**src/pkg/nvm_opt_pkg.sv**
```systemverilog
// constants, types and helper functions for the option and protection register block
// assumes one bus clock and a synchronous active-low reset in every user
package nvm_opt_pkg;

	// ---------------------------------------------------------------
	// register offsets on the plain register port
	// ---------------------------------------------------------------
	localparam logic [3:0] OFS_OPTIONS = 4'h0;
	localparam logic [3:0] OFS_CONFIG = 4'h1;
	localparam logic [3:0] OFS_PROTECTION = 4'h2;
	localparam logic [3:0] OFS_STATUS = 4'h3;

	// ---------------------------------------------------------------
	// field layouts and reset values
	// ---------------------------------------------------------------
	localparam int OPT_BACKDOOR_BIT = 7;
	localparam int OPT_NORED_BIT = 6;
	localparam int OPT_SECTOR_MODE_BIT = 5;
	localparam logic [7:0] OPT_MASK = 8'he3;
	localparam logic [1:0] CODE_UNSECURED = 2'h2;
	localparam int CFG_PAGE_BIT = 6;
	localparam int CFG_KEY_WRITE_BIT = 5;
	localparam logic [7:0] CFG_MASK = 8'h60;
	localparam logic [7:0] CFG_RESET = 8'h00;
	localparam int STAT_VIOL_BIT = 5;
	localparam logic [7:0] BYTE_ZERO = 8'h00;

	// ---------------------------------------------------------------
	// key window and protection geometry
	// ---------------------------------------------------------------
	localparam logic [15:0] KEY_BASE = 16'hffb0;
	localparam logic [3:0] KEY_LEN = 4'h8;
	localparam logic [12:0] KEY_WINDOW_TAG = 13'h1ff6;
	localparam logic [5:0] FPS_NONE = 6'h3f;
	localparam logic [5:0] FPS_ALL_MAX = 6'h18;
	localparam logic [5:0] FPS_ALL_STEPS = 6'h27;
	localparam logic [16:0] FLASH_TOP = 17'h10000;
	localparam logic [16:0] FLASH_STEP = 17'h00600;
	localparam logic [1:0] EPS_NONE = 2'h3;
	localparam logic [15:0] EE_TOP = 16'h1800;
	localparam logic [15:0] EE_SPAN_MAX = 16'h0040;

	// command kinds offered by the command logic outside
	typedef enum logic [1:0] {
		CMD_PROGRAM = 2'h0,
		CMD_SECTOR_ERASE = 2'h1,
		CMD_MASS_ERASE = 2'h2
	} cmd_kind_e;

	// flash protection size in steps of 1.5K, larger means more protected
	function automatic logic [5:0] flash_steps(input logic [5:0] fps);
		flash_steps = (fps <= FPS_ALL_MAX) ? FPS_ALL_STEPS : (FPS_NONE - fps);
	endfunction

	// eeprom protection size in steps, larger means more protected
	function automatic logic [1:0] ee_steps(input logic [1:0] eps);
		ee_steps = EPS_NONE - eps;
	endfunction

	// true when the new protection byte covers at least the old region in both fields
	function automatic logic prot_grows(input logic [7:0] old_v, input logic [7:0] new_v);
		prot_grows = (flash_steps(new_v[5:0]) >= flash_steps(old_v[5:0])) &&
			(ee_steps(new_v[7:6]) >= ee_steps(old_v[7:6]));
	endfunction

endpackage

```
**src/pkg/nvm_link_if.sv**
```systemverilog
// signal bundle between the register block and its two helper modules
// assumes the helper modules run on the same clock as the register block
interface nvm_link_if;
	import nvm_opt_pkg::*;

	// protection lookup
	logic [7:0] prot_value;
	logic [15:0] chk_addr;
	logic chk_eeprom;
	logic chk_hit;
	logic any_prot;

	// backdoor key comparison
	logic key_wr;
	logic [2:0] key_idx;
	logic [7:0] key_data;
	logic key_unlock;

	modport top (output prot_value, output chk_addr, output chk_eeprom, input chk_hit, input any_prot,
		output key_wr, output key_idx, output key_data, input key_unlock);
	modport prot (input prot_value, input chk_addr, input chk_eeprom, output chk_hit, output any_prot);
	modport key (input key_wr, input key_idx, input key_data, output key_unlock);
endinterface

```
**src/rtl/key_compare.sv**
```systemverilog
// backdoor key comparator: checks eight key bytes written in ascending order
// assumes the caller passes only writes that are allowed to take part
module key_compare
	import nvm_opt_pkg::*;
(
	input wire logic mclk,
	input wire logic rst_n,
	input wire logic [63:0] stored_backdoor_key,
	nvm_link_if.key lnk
);

	logic [3:0] cnt_r;
	logic [3:0] cnt_nxt;
	logic ok_r;
	logic ok_nxt;
	logic unlock_r;

	// ---------------------------------------------------------------
	// sequence tracking
	// ---------------------------------------------------------------
	// a write to the first key byte always restarts, so a botched attempt can be retried
	wire [7:0] ref_byte = stored_backdoor_key[{lnk.key_idx, 3'h0} +: 8];
	wire byte_match = (lnk.key_data == ref_byte);
	wire restart = (lnk.key_idx == 3'h0);
	wire in_order = ({1'b0, lnk.key_idx} == cnt_r);
	wire last_byte = (cnt_r == KEY_LEN - 4'h1) && in_order;
	assign cnt_nxt = restart ? 4'h1 : (in_order ? 4'(cnt_r + 4'h1) : 4'h0);
	assign ok_nxt = restart ? byte_match : (in_order && ok_r && byte_match);

	// counter, running match and the one-cycle unlock pulse
	always_ff @(posedge mclk) begin
		if (!rst_n) begin
			cnt_r <= 4'h0;
			ok_r <= 1'b0;
			unlock_r <= 1'b0;
		end else begin
			unlock_r <= lnk.key_wr && last_byte && ok_nxt; // RULE3
			if (lnk.key_wr) begin
				cnt_r <= last_byte ? 4'h0 : cnt_nxt;
				ok_r <= ok_nxt;
			end
		end
	end

	assign lnk.key_unlock = unlock_r;

endmodule

```
**src/rtl/nvm_option_protect_regs.sv**
```systemverilog
// option, configuration and protection registers of the flash and eeprom controller
// assumes nonvolatile option and protection bytes are valid while reset is held,
// and that the command sequencer outside reports launches and blank-check results
//
// Functional notes
// RULE1: option register reloads from option byte each reset
// RULE2: backdoor disabled means key never unlocks
// RULE3: eight matching ascending key bytes unsecure
// RULE4: key writes from debug interface refused
// RULE5: redirect disable bit turns off vector redirection
// RULE6: sector mode bit selects split or whole sectors
// RULE7: only security code 1:0 means unsecured
// RULE8: secure state blocks unsecured sources from memory
// RULE9: key unlock or blank check sets 1:0
// RULE10: page select bit picks foreground eeprom page
// RULE11: key access bit steers window writes
// RULE12: protection register loads from protection byte at reset
// RULE13: protection readable, writes may only grow region
// RULE14: protected program or erase sets violation flag
// RULE15: mass erase refused while anything protected
// RULE16: debug interface may rewrite protection freely
// RULE17: software reprograms option byte, then resets
// RULE18: software unprotects and erases before reprogramming
// RULE19: split mode sector erase clears both halves
// RULE20: violating command is discarded
// RULE21: undocumented option bits read zero
module nvm_option_protect_regs
	import nvm_opt_pkg::*;
(
	input wire logic mclk,
	input wire logic rst_n,
	input wire logic [3:0] reg_addr,
	input wire logic [7:0] reg_wdata,
	input wire logic reg_wr,
	input wire logic reg_rd,
	input wire logic reg_from_debug,
	output logic [7:0] reg_rdata,
	input wire logic [7:0] nonvolatile_option_byte,
	input wire logic [7:0] nonvolatile_protection_byte,
	input wire logic [63:0] stored_backdoor_key,
	input wire logic mem_wr,
	input wire logic [15:0] mem_addr,
	input wire logic [7:0] mem_wdata,
	input wire logic mem_wr_debug,
	output logic flash_write_start,
	input wire logic mem_req,
	input wire logic mem_req_unsecured,
	output logic mem_grant,
	input wire logic cmd_launch,
	input wire logic [1:0] cmd_kind,
	input wire logic [15:0] cmd_addr,
	input wire logic cmd_eeprom,
	output logic cmd_go,
	output logic cmd_both_pages,
	input wire logic blank_check_ok,
	output logic secure,
	output logic backdoor_enable,
	output logic vector_redirect_disable,
	output logic eeprom_sector_mode,
	output logic eeprom_page_select
);

	nvm_link_if lnk ();

	logic [7:0] options_r;
	logic [7:0] config_r;
	logic [7:0] config_nxt;
	logic [7:0] protection_r;
	logic [7:0] protection_nxt;
	logic viol_r;
	logic viol_nxt;
	logic [7:0] rdata_r;
	logic [7:0] rdata_nxt;
	logic go_r;
	logic both_r;

	// ---------------------------------------------------------------
	// helpers
	// ---------------------------------------------------------------
	prot_check u_prot (
		.lnk(lnk.prot)
	);

	key_compare u_key (
		.mclk(mclk),
		.rst_n(rst_n),
		.stored_backdoor_key(stored_backdoor_key),
		.lnk(lnk.key)
	);

	// ---------------------------------------------------------------
	// register decode
	// ---------------------------------------------------------------
	// one compare per register, shared by the write and the read path
	function automatic logic reg_hit(input logic [3:0] addr, input logic [3:0] ofs);
		reg_hit = (addr == ofs);
	endfunction

	wire sel_options = reg_hit(reg_addr, OFS_OPTIONS);
	wire sel_config = reg_hit(reg_addr, OFS_CONFIG);
	wire sel_prot = reg_hit(reg_addr, OFS_PROTECTION);
	wire sel_status = reg_hit(reg_addr, OFS_STATUS);
	wire wr_config = reg_wr && sel_config;
	wire wr_prot = reg_wr && sel_prot;
	wire wr_status = reg_wr && sel_status;
	wire prot_ok = reg_from_debug || prot_grows(protection_r, reg_wdata); // RULE13 RULE16
	wire viol_clear = wr_status && reg_wdata[STAT_VIOL_BIT];

	assign config_nxt = wr_config ? (reg_wdata & CFG_MASK) : config_r;
	assign protection_nxt = (wr_prot && prot_ok) ? reg_wdata : protection_r; // RULE13

	// read mux; the options register is read-only and ignores writes
	wire [7:0] status_view = {2'h0, viol_r, 5'h00};
	assign rdata_nxt = !reg_rd ? BYTE_ZERO :
		sel_options ? options_r :
		sel_config ? config_r :
		sel_prot ? protection_r : // RULE13
		sel_status ? status_view : BYTE_ZERO;

	// ---------------------------------------------------------------
	// option field decode
	// ---------------------------------------------------------------
	assign secure = (options_r[1:0] != CODE_UNSECURED); // RULE7
	assign backdoor_enable = options_r[OPT_BACKDOOR_BIT];
	assign vector_redirect_disable = options_r[OPT_NORED_BIT]; // RULE5
	assign eeprom_sector_mode = options_r[OPT_SECTOR_MODE_BIT]; // RULE6
	assign eeprom_page_select = config_r[CFG_PAGE_BIT]; // RULE10

	// memory access gate for sources outside the trusted firmware
	assign mem_grant = mem_req && !(secure && mem_req_unsecured); // RULE8

	// ---------------------------------------------------------------
	// key window steering
	// ---------------------------------------------------------------
	// a debug write in the window with key access set is simply dropped, it is no command either
	wire in_window = (mem_addr[15:3] == KEY_WINDOW_TAG);
	wire key_write_enable = config_r[CFG_KEY_WRITE_BIT];
	assign flash_write_start = mem_wr && in_window && !key_write_enable; // RULE11
	assign lnk.key_wr = mem_wr && in_window && key_write_enable && !mem_wr_debug && backdoor_enable; // RULE2 RULE4 RULE11
	assign lnk.key_idx = mem_addr[2:0];
	assign lnk.key_data = mem_wdata;

	// ---------------------------------------------------------------
	// command screening
	// ---------------------------------------------------------------
	assign lnk.prot_value = protection_r;
	assign lnk.chk_addr = cmd_addr;
	assign lnk.chk_eeprom = cmd_eeprom;
	wire mass = (cmd_kind == CMD_MASS_ERASE);
	wire cmd_bad = lnk.chk_hit || (mass && lnk.any_prot); // RULE14 RULE15
	wire sector_split = (cmd_kind == CMD_SECTOR_ERASE) && cmd_eeprom && !eeprom_sector_mode;
	// the flag is sticky; a new violation in the clearing cycle wins
	assign viol_nxt = (cmd_launch && cmd_bad) ? 1'b1 : (viol_clear ? 1'b0 : viol_r); // RULE14

	// ---------------------------------------------------------------
	// option register: copied during reset, only the security code moves later
	// ---------------------------------------------------------------
	always_ff @(posedge mclk) begin
		if (!rst_n) begin
			options_r <= nonvolatile_option_byte & OPT_MASK; // RULE1 RULE21
		end else if (lnk.key_unlock || blank_check_ok) begin
			options_r[1:0] <= CODE_UNSECURED; // RULE9
		end
	end

	// protection register: loaded from the nonvolatile byte while reset is held
	always_ff @(posedge mclk) begin
		if (!rst_n) begin
			protection_r <= nonvolatile_protection_byte; // RULE12
		end else begin
			protection_r <= protection_nxt;
		end
	end

	// configuration, status flag and read data
	always_ff @(posedge mclk) begin
		if (!rst_n) begin
			config_r <= CFG_RESET;
			viol_r <= 1'b0;
			rdata_r <= BYTE_ZERO;
		end else begin
			config_r <= config_nxt;
			viol_r <= viol_nxt;
			rdata_r <= rdata_nxt;
		end
	end

	// accepted command pulse; a bad command never reaches the array
	always_ff @(posedge mclk) begin
		if (!rst_n) begin
			go_r <= 1'b0;
			both_r <= 1'b0;
		end else begin
			go_r <= cmd_launch && !cmd_bad; // RULE20
			both_r <= cmd_launch && !cmd_bad && sector_split; // RULE19
		end
	end

	assign reg_rdata = rdata_r;
	assign cmd_go = go_r;
	assign cmd_both_pages = both_r;
endmodule

```
**src/rtl/prot_check.sv**
```systemverilog
// protection range lookup: tells whether an address lies in a protected block
// assumes eeprom command addresses arrive as absolute memory-map addresses
module prot_check
	import nvm_opt_pkg::*;
(
	nvm_link_if.prot lnk
);

	// ---------------------------------------------------------------
	// flash range: the protected area always ends at the top of memory
	// ---------------------------------------------------------------
	wire [5:0] fps = lnk.prot_value[5:0];
	wire [1:0] eps = lnk.prot_value[7:6];
	wire [16:0] flash_span = 17'(flash_steps(fps) * FLASH_STEP);
	wire [16:0] flash_limit = (fps <= FPS_ALL_MAX) ? 17'h00000 : 17'(FLASH_TOP - flash_span);
	wire flash_hit = (fps != FPS_NONE) && ({1'b0, lnk.chk_addr} >= flash_limit);

	// eeprom range: each step down halves nothing, it doubles the span
	wire [15:0] ee_limit = EE_TOP - (EE_SPAN_MAX >> eps);
	wire ee_hit = (eps != EPS_NONE) && (lnk.chk_addr >= ee_limit) && (lnk.chk_addr < EE_TOP);

	assign lnk.chk_hit = lnk.chk_eeprom ? ee_hit : flash_hit;
	assign lnk.any_prot = (fps != FPS_NONE) || (eps != EPS_NONE);

endmodule

```
**config.mk**
```make
export PLATFORM = sky130hd
export DESIGN_NAME = nvm_option_protect_regs
export DESIGN_NICKNAME = d
export VERILOG_FILES = /design/src/pkg/nvm_opt_pkg.sv /design/src/pkg/nvm_link_if.sv /design/src/rtl/key_compare.sv /design/src/rtl/nvm_option_protect_regs.sv /design/src/rtl/prot_check.sv
export SDC_FILE = /design/constraint.sdc
export NUM_CORES = 1
export LEC_CHECK = 0
export ABC_AREA = 1
export BUFFER_PORTS_ARGS = -buffer_cell sky130_fd_sc_hd__buf_2
export CORE_AREA = 2 2 94 96
export DETAILED_ROUTE_END_ITERATION = 8
export DIE_AREA = 0 0 96 98
export GPL_TIMING_DRIVEN = 0
export PLACE_DENSITY_LB_ADDON = 0.05
export SYNTH_ARGS = -nofsm -noshare
export SYNTH_HDL_FRONTEND = slang
export SYNTH_SLANG_ARGS = --single-unit
```
**constraint.sdc**
```tcl
create_clock -name mclk -period 4.7 [get_ports mclk]
set_input_delay 0.47 -clock mclk [delete_from_list [all_inputs] [get_ports mclk]]
set_output_delay 0.47 -clock mclk [all_outputs]
set_load 0.05 [all_outputs]
```
; ---- After elaboration in Yosys (flattened, before gate mapping)
; Index checks and enable logic that the tools add are counted.
; Widths: inputs -> output; s select.
[totals]
regBits = 32
in_bits = 146
out_inout_bits = 17
wordCells = 103
[classes]
add_sub_neg = 7
n_mul = 1
n_lt_le_gt_ge = 7
eq_ne = 14
n_shift = 2
n_mux = 18
bitwise_logic = 1
n_reduce_logical = 41
[op_table]
columns = operator, count
row1 = $shiftx 64x7->8, 1
row2 = $mux 8, 5
row3 = $logic_and 1x1->1, 27
row4 = $mux 6, 3
row5 = $ge 16x17->1, 1
row6 = $mux 17, 1
row7 = $sub 17x17->17 const A, 1
row8 = $ge 16x16->1, 1
row9 = $lt 16x13->1 const B, 1
row10 = $shr 7x2->16 const A, 1
row11 = $sub 13x16->16 const A, 1
row12 = $eq 13x13->1 const B, 1
row13 = $le 6x5->1 const B, 2
row14 = $mux 4, 3
row15 = $sub 6x6->6 const A, 2
row16 = $eq 4x2->1 const B, 2
row17 = $eq 8x8->1, 1
row18 = $mul 6x2->8 const B, 1
row19 = $ge 6x6->1, 1
row20 = $ne 6x6->1 const B, 1
row21 = $logic_not 1->1, 5
row22 = $add 4x1->4 const B, 1
row23 = $eq 3x4->1, 1
row24 = $eq 4x1->1 const B, 1
row25 = 16 further kinds, 26

; ---- Depth between registers and ports, before layout
[logic_depth]
depth_word = 12
mapped_depth = 27
mapped_depth_nobuf = 27

; ---- Cells and area by module
; From an unflattened synthesis, not the netlist that was laid out.
[unflattened]
hier_cells = 625
hier_area_um2 = 3689.8
[modules_own_cells]
columns = mod, instances, cells_each, area_each_um2, seq_area_each_um2
row1 = nvm_option_protect_regs, 1, 193, 1438.9, 650.6
row2 = key_compare, 1, 283, 1325.0, 120.1
row3 = prot_check, 1, 149, 925.9, 0.0

; ---- Least setup slack after synthesis
; OpenSTA, ideal clock, no wires.
[synth_timing]
path_type = register to register
start = register protection_r[5], in the netlist lnk.prot_value[5]
end = register go_r, in the netlist cmd_go
setup_time_ns = 0.111
t_arrival_ns = 3.307
required_time_ns = 4.589
setup_slack_ns = 1.282
stages_incl_launch_ff = 25
n_path_buf = 0
synth_period_minus_slack_ns = 3.418
path_cell_list = edfxtp_1 nor2_1 nand3b_1 nand2_1 nor2_1 inv_1 ha_1 inv_1 fa_1 nand3b_1 nand2_1 xor2_1 inv_1 nor2_1 o21ai_0 ha_1 nand3_1 nor2_1 nand3_1 nand2_1 nand2_1 a21oi_1 nand2_1 nand3_2 inv_1
[synth_between]
elab_chain_len = 11
word_cells_on_any_way = 15
classes_between = add/sub: 2 / mul: 1 / order compare: 2 / eq/ne: 1 / mux: 3 / reduce/logical: 6
[synth_lines]
columns = element, line_no
row1 = "start, declared", nvm_option_protect_regs.sv:68  ; logic [7:0] protection_r;
row2 = "start signal, assigned", nvm_option_protect_regs.sv:169  ; protection_r <= nonvolatile_protection_byte;
row3 = "start signal, assigned", nvm_option_protect_regs.sv:171  ; protection_r <= protection_nxt;
row4 = $sub 6x6->6 or $le 6x5->1 (tied branches), "nvm_opt_pkg.sv:52, prot_check.sv:15"
row5 = $mux 6, nvm_opt_pkg.sv:52  ; flash_steps = (fps <= FPS_ALL_MAX) ? FPS_ALL_STEPS : (FPS_NONE - fps);
row6 = $mul 6x2->8, prot_check.sv:14  ; wire [16:0] flash_span = 17'(flash_steps(fps) * FLASH_STEP);
row7 = $sub 17x17->17, prot_check.sv:15  ; wire [16:0] flash_limit = (fps <= FPS_ALL_MAX) ? 17'h00000 : 17'(FLASH_TOP - flash_span);
row8 = $mux 17, prot_check.sv:15
row9 = $ge 16x17->1, prot_check.sv:16  ; wire flash_hit = (fps != FPS_NONE) && ({1'b0, lnk.chk_addr} >= flash_limit);
row10 = $logic_and 1x1->1, prot_check.sv:16
row11 = $mux 1, prot_check.sv:22  ; assign lnk.chk_hit = lnk.chk_eeprom ? ee_hit : flash_hit;
row12 = $logic_or 1x1->1 *, nvm_option_protect_regs.sv:150  ; wire cmd_bad = lnk.chk_hit || (mass && lnk.any_prot);
row13 = $logic_not 1->1 *, nvm_option_protect_regs.sv:194  ; go_r <= cmd_launch && !cmd_bad;
row14 = $logic_and 1x1->1 *, nvm_option_protect_regs.sv:194
row15 = "end signal, assigned", nvm_option_protect_regs.sv:194
row16 = "end, declared", nvm_option_protect_regs.sv:74  ; logic go_r;
; Mark *: on every way between the ends. The rest lies on a longest branch, timed or not.
; A chain may end at the register's enable or synchronous reset.

; ---- Worst setup path in the final report
[layout_timing]
start = register protection_r[5], in the netlist lnk.prot_value[5]
end = register viol_r
[layout_between]
elab_chain_len = 11
word_cells_on_any_way = 16
classes_between = add/sub: 2 / mul: 1 / order compare: 2 / eq/ne: 1 / mux: 4 / reduce/logical: 6
[layout_lines]
columns = element, line_no
row1 = $sub 6x6->6 or $le 6x5->1 (tied branches), "nvm_opt_pkg.sv:52, prot_check.sv:15"
row2 = $mux 6, nvm_opt_pkg.sv:52
row3 = $mul 6x2->8, prot_check.sv:14
row4 = $sub 17x17->17, prot_check.sv:15
row5 = $mux 17, prot_check.sv:15
row6 = $ge 16x17->1, prot_check.sv:16
row7 = $logic_and 1x1->1, prot_check.sv:16
row8 = $mux 1, prot_check.sv:22
row9 = $logic_or 1x1->1 *, nvm_option_protect_regs.sv:150
row10 = $logic_and 1x1->1 *, nvm_option_protect_regs.sv:153  ; assign viol_nxt = (cmd_launch && cmd_bad) ? 1'b1 : (viol_clear ? 1'b0 : viol_r);
row11 = $mux 1 or $reduce_bool 2->1 (tied branches), --
row12 = "end signal, assigned", nvm_option_protect_regs.sv:183  ; viol_r <= viol_nxt;
row13 = "end, declared", nvm_option_protect_regs.sv:70  ; logic viol_r;
; Marked as above.

==> impl_metrics.json <==
{
  "path_max_fanout": 8,
  "cts_root_buf": "clkbuf_8",
  "yosysTopAreaCellShare": 0.139,
  "drt_iter0_drc": 67,
  "hpwlAfterDp_um": 8310,
  "cts_hold_buf": 0,
  "grtUsageMet3": 0.0509,
  "gp_congestion": 0.889,
  "ys_warn_count": 0,
  "drive_above_1_share": 0.270,
  "n_antenna_cell": 0,
  "grt.met1_usage": 0.223,
  "clock_latency_ps": 280,
  "drtPass1Iterations": 4,
  "p_leak_uw": 0.00234,
  "vias_per_cell": 4.82,
  "cpMostUsedCell": "nand2_1",
  "slew_headroom": 0.584,
  "track_usage": 0.203,
  "row_count": 34,
  "die_x_um": 96,
  "crit_type": "reg2reg",
  "setup_violations": 0,
  "status": "completed",
  "wl_um": 9550,
  "cts.sinks": 32,
  "powerDensity_nw_per_um2": 213,
  "peakVddDrop_v": 0.000157,
  "setup_ws_ps": 694,
  "worst-slew-pin-transition_ps": 624,
  "fin_tns_setup_ps": 0,
  "num_vias": 3861,
  "period_needed_ps": 4010,
  "layout_common_cells": "161 x buf_2, 121 x nand2_1, 99 x nor2_1, 66 x inv_1, 38 x nand3_1",
  "clk_pin_slew_ps": 70,
  "grt_pass1_wl_um": 15500,
  "initial_core_util": 0.387,
  "layout_commonest_cell": "buf_2",
  "worst_setup_path_end_kind": "flop",
  "max_freq_mhz": 250,
  "period_share": 0.852,
  "yosys.cell_types.count": 35,
  "critPathRequiredTime_ps": 4920,
  "synthCells": 527,
  "crit_path_start_kind": "flop",
  "cts_tree": "done",
  "cts.repair.resized": 0,
  "yosysTopAreaCell": "nand2_1",
  "post_drt_wl_per_cell_um": 11.9,
  "rsz0062_at_grt": "false",
  "hp-class": "in2reg",
  "yosysSeqAreaShare": 0.235,
  "coreArea_um2": 8470,
  "fin_worst_skew_ps": 6.63,
  "synth_fp_nets": 704,
  "postRouteAntennaNets": 0,
  "antenna_found_initial": 1,
  "drc": 0,
  "grt_pass1_vias": 3668,
  "report.final.slew_viol_count": 0,
  "syn_area_per_cell_um2": 6.22,
  "port_buffers": 158,
  "io_pins": 163,
  "use_met2": 0.374,
  "grt_max_degree": 13,
  "synth-seq-cells": 32,
  "die_h_um": 98,
  "dieArea_um2": 9410,
  "cap_violations": 0,
  "hold_viol": 0,
  "cts_made_buffers": 5,
  "preCtsSetupSlack_ps": 672,
  "postCtsSetupBuffers": 0,
  "cp_slowest_cell": "edfxtp_1",
  "slowest_delay_ps": 500,
  "grt-ovfl-total": 0,
  "syn_to_final_growth_pct": 31.5,
  "clockBufferDepth": 2,
  "htreeDepth": 2,
  "netlist_top_cells_area": "nand2_1 14%, edfxtp_1 12%, dfxtp_1 12%",
  "grt.busiest_layer": "met2",
  "nets": 869,
  "critPathArrivalTime_ps": 4230,
  "synth.cell_area_um2": 3280
}
cells in the mapped netlist, drive strengths merged:
master	number
nor3	10
o21ai	50
edfxtp	13
a21boi	2
or2	2
a31oi	1
clkbuf	3
nor4b	2
nor2	102
a2bb2oi	1
inv	69
nand3	39
dfxtp	19
o22ai	2
o211ai	7
o2111ai	1
a21o	2
nand3b	3
clkinv	1
fa	1
a21oi	19
nand2	121
xor2	4
nand4	10
buf	11
a221oi	2
ha	30
flip-flops by register name, summed over array words and instances (netlist names), 2 cells and up:
register and cells:
config_r 2, lnk.prot_value 8, options_r 5, reg_rdata 8, u_key.cnt_r 4
layer usage:
metal | wire (um) | share of wire | up-vias
met5 | 0 | 0 | -
met4 | 248 | 0.026 | 0
met3 | 651 | 0.068 | 18
met2 | 4770 | 0.50 | 123
met1 | 3870 | 0.41 | 1666
li1 | - | - | 2054
stage by stage:
| step | hold WS, ps | util | cell area [um^2] | power, uW | instances |
|---|---|---|---|---|---|
| global placement | 463 | 0.496 | 4200 | 663 | 793 |
| CTS | 359 | 0.509 | 4310 | 925 | 801 |
| detailed placement | 465 | 0.496 | 4200 | 669 | 793 |
| floorplan | 445 | - | 3280 | 546 | 527 |
| global route | 356 | 0.509 | 4310 | 988 | 801 |
| finish | 367 | 0.509 | 4310 | 916 | 801 |
final cells by class:
cell class,count,area [um^2]
Fill cell,902,4160
Clock buffer,6,72.6
Inverter,70,265
Tap cell,108,135
Timing Repair Buffer,158,791
Sequential cell,32,771
Clock inverter,2,35.0
Multi-Input combinational cell,411,2130
Buffer,14,109
critical path: cells and delay by family, from the launching register on:
kind | cells | cell delay (ps)
flip-flops | 1 | 500
XOR/XNOR | 1 | 280
AND/OR/NAND/NOR | 14 | 1460
adder cells (fa/ha/maj) | 3 | 930
AO/OA/AOI/OAI | 3 | 330
buffers and inverters | 4 | 430
logic make-up after synthesis:
group / after synthesis / synth area share
AO/OA/AOI/OAI: 87 / 0.147
buffers and inverters: 84 / 0.114
adder cells (fa/ha/maj): 31 / 0.121
flip-flops: 32 / 0.235
XOR/XNOR: 4 / 0.0107
AND/OR/NAND/NOR: 289 / 0.372
final timing paths:
check	start	to	slack, ps	cells past startpoint
worst min-delay path	nonvolatile_option_byte[7]	options_r[7]$_DFFE_PN_	370	1
worst min register to register	u_key.cnt_r[3]$_SDFFE_PN0P_	u_key.cnt_r[3]$_SDFFE_PN0P_	470	2
worst max register to register	lnk.prot_value[5]$_DFFE_PP_	viol_r$_SDFFE_PN0P_	690	25
worst max-delay path	lnk.prot_value[5]$_DFFE_PP_	viol_r$_SDFFE_PN0P_	690	25
where the power goes:
group,total [uW],switching [uW],internal (uW)
sequential,313,10.2,302
clock,255,97.4,157
combinational,349,204,145
total,916,312,605
Power figures use the tool's default switching activity.
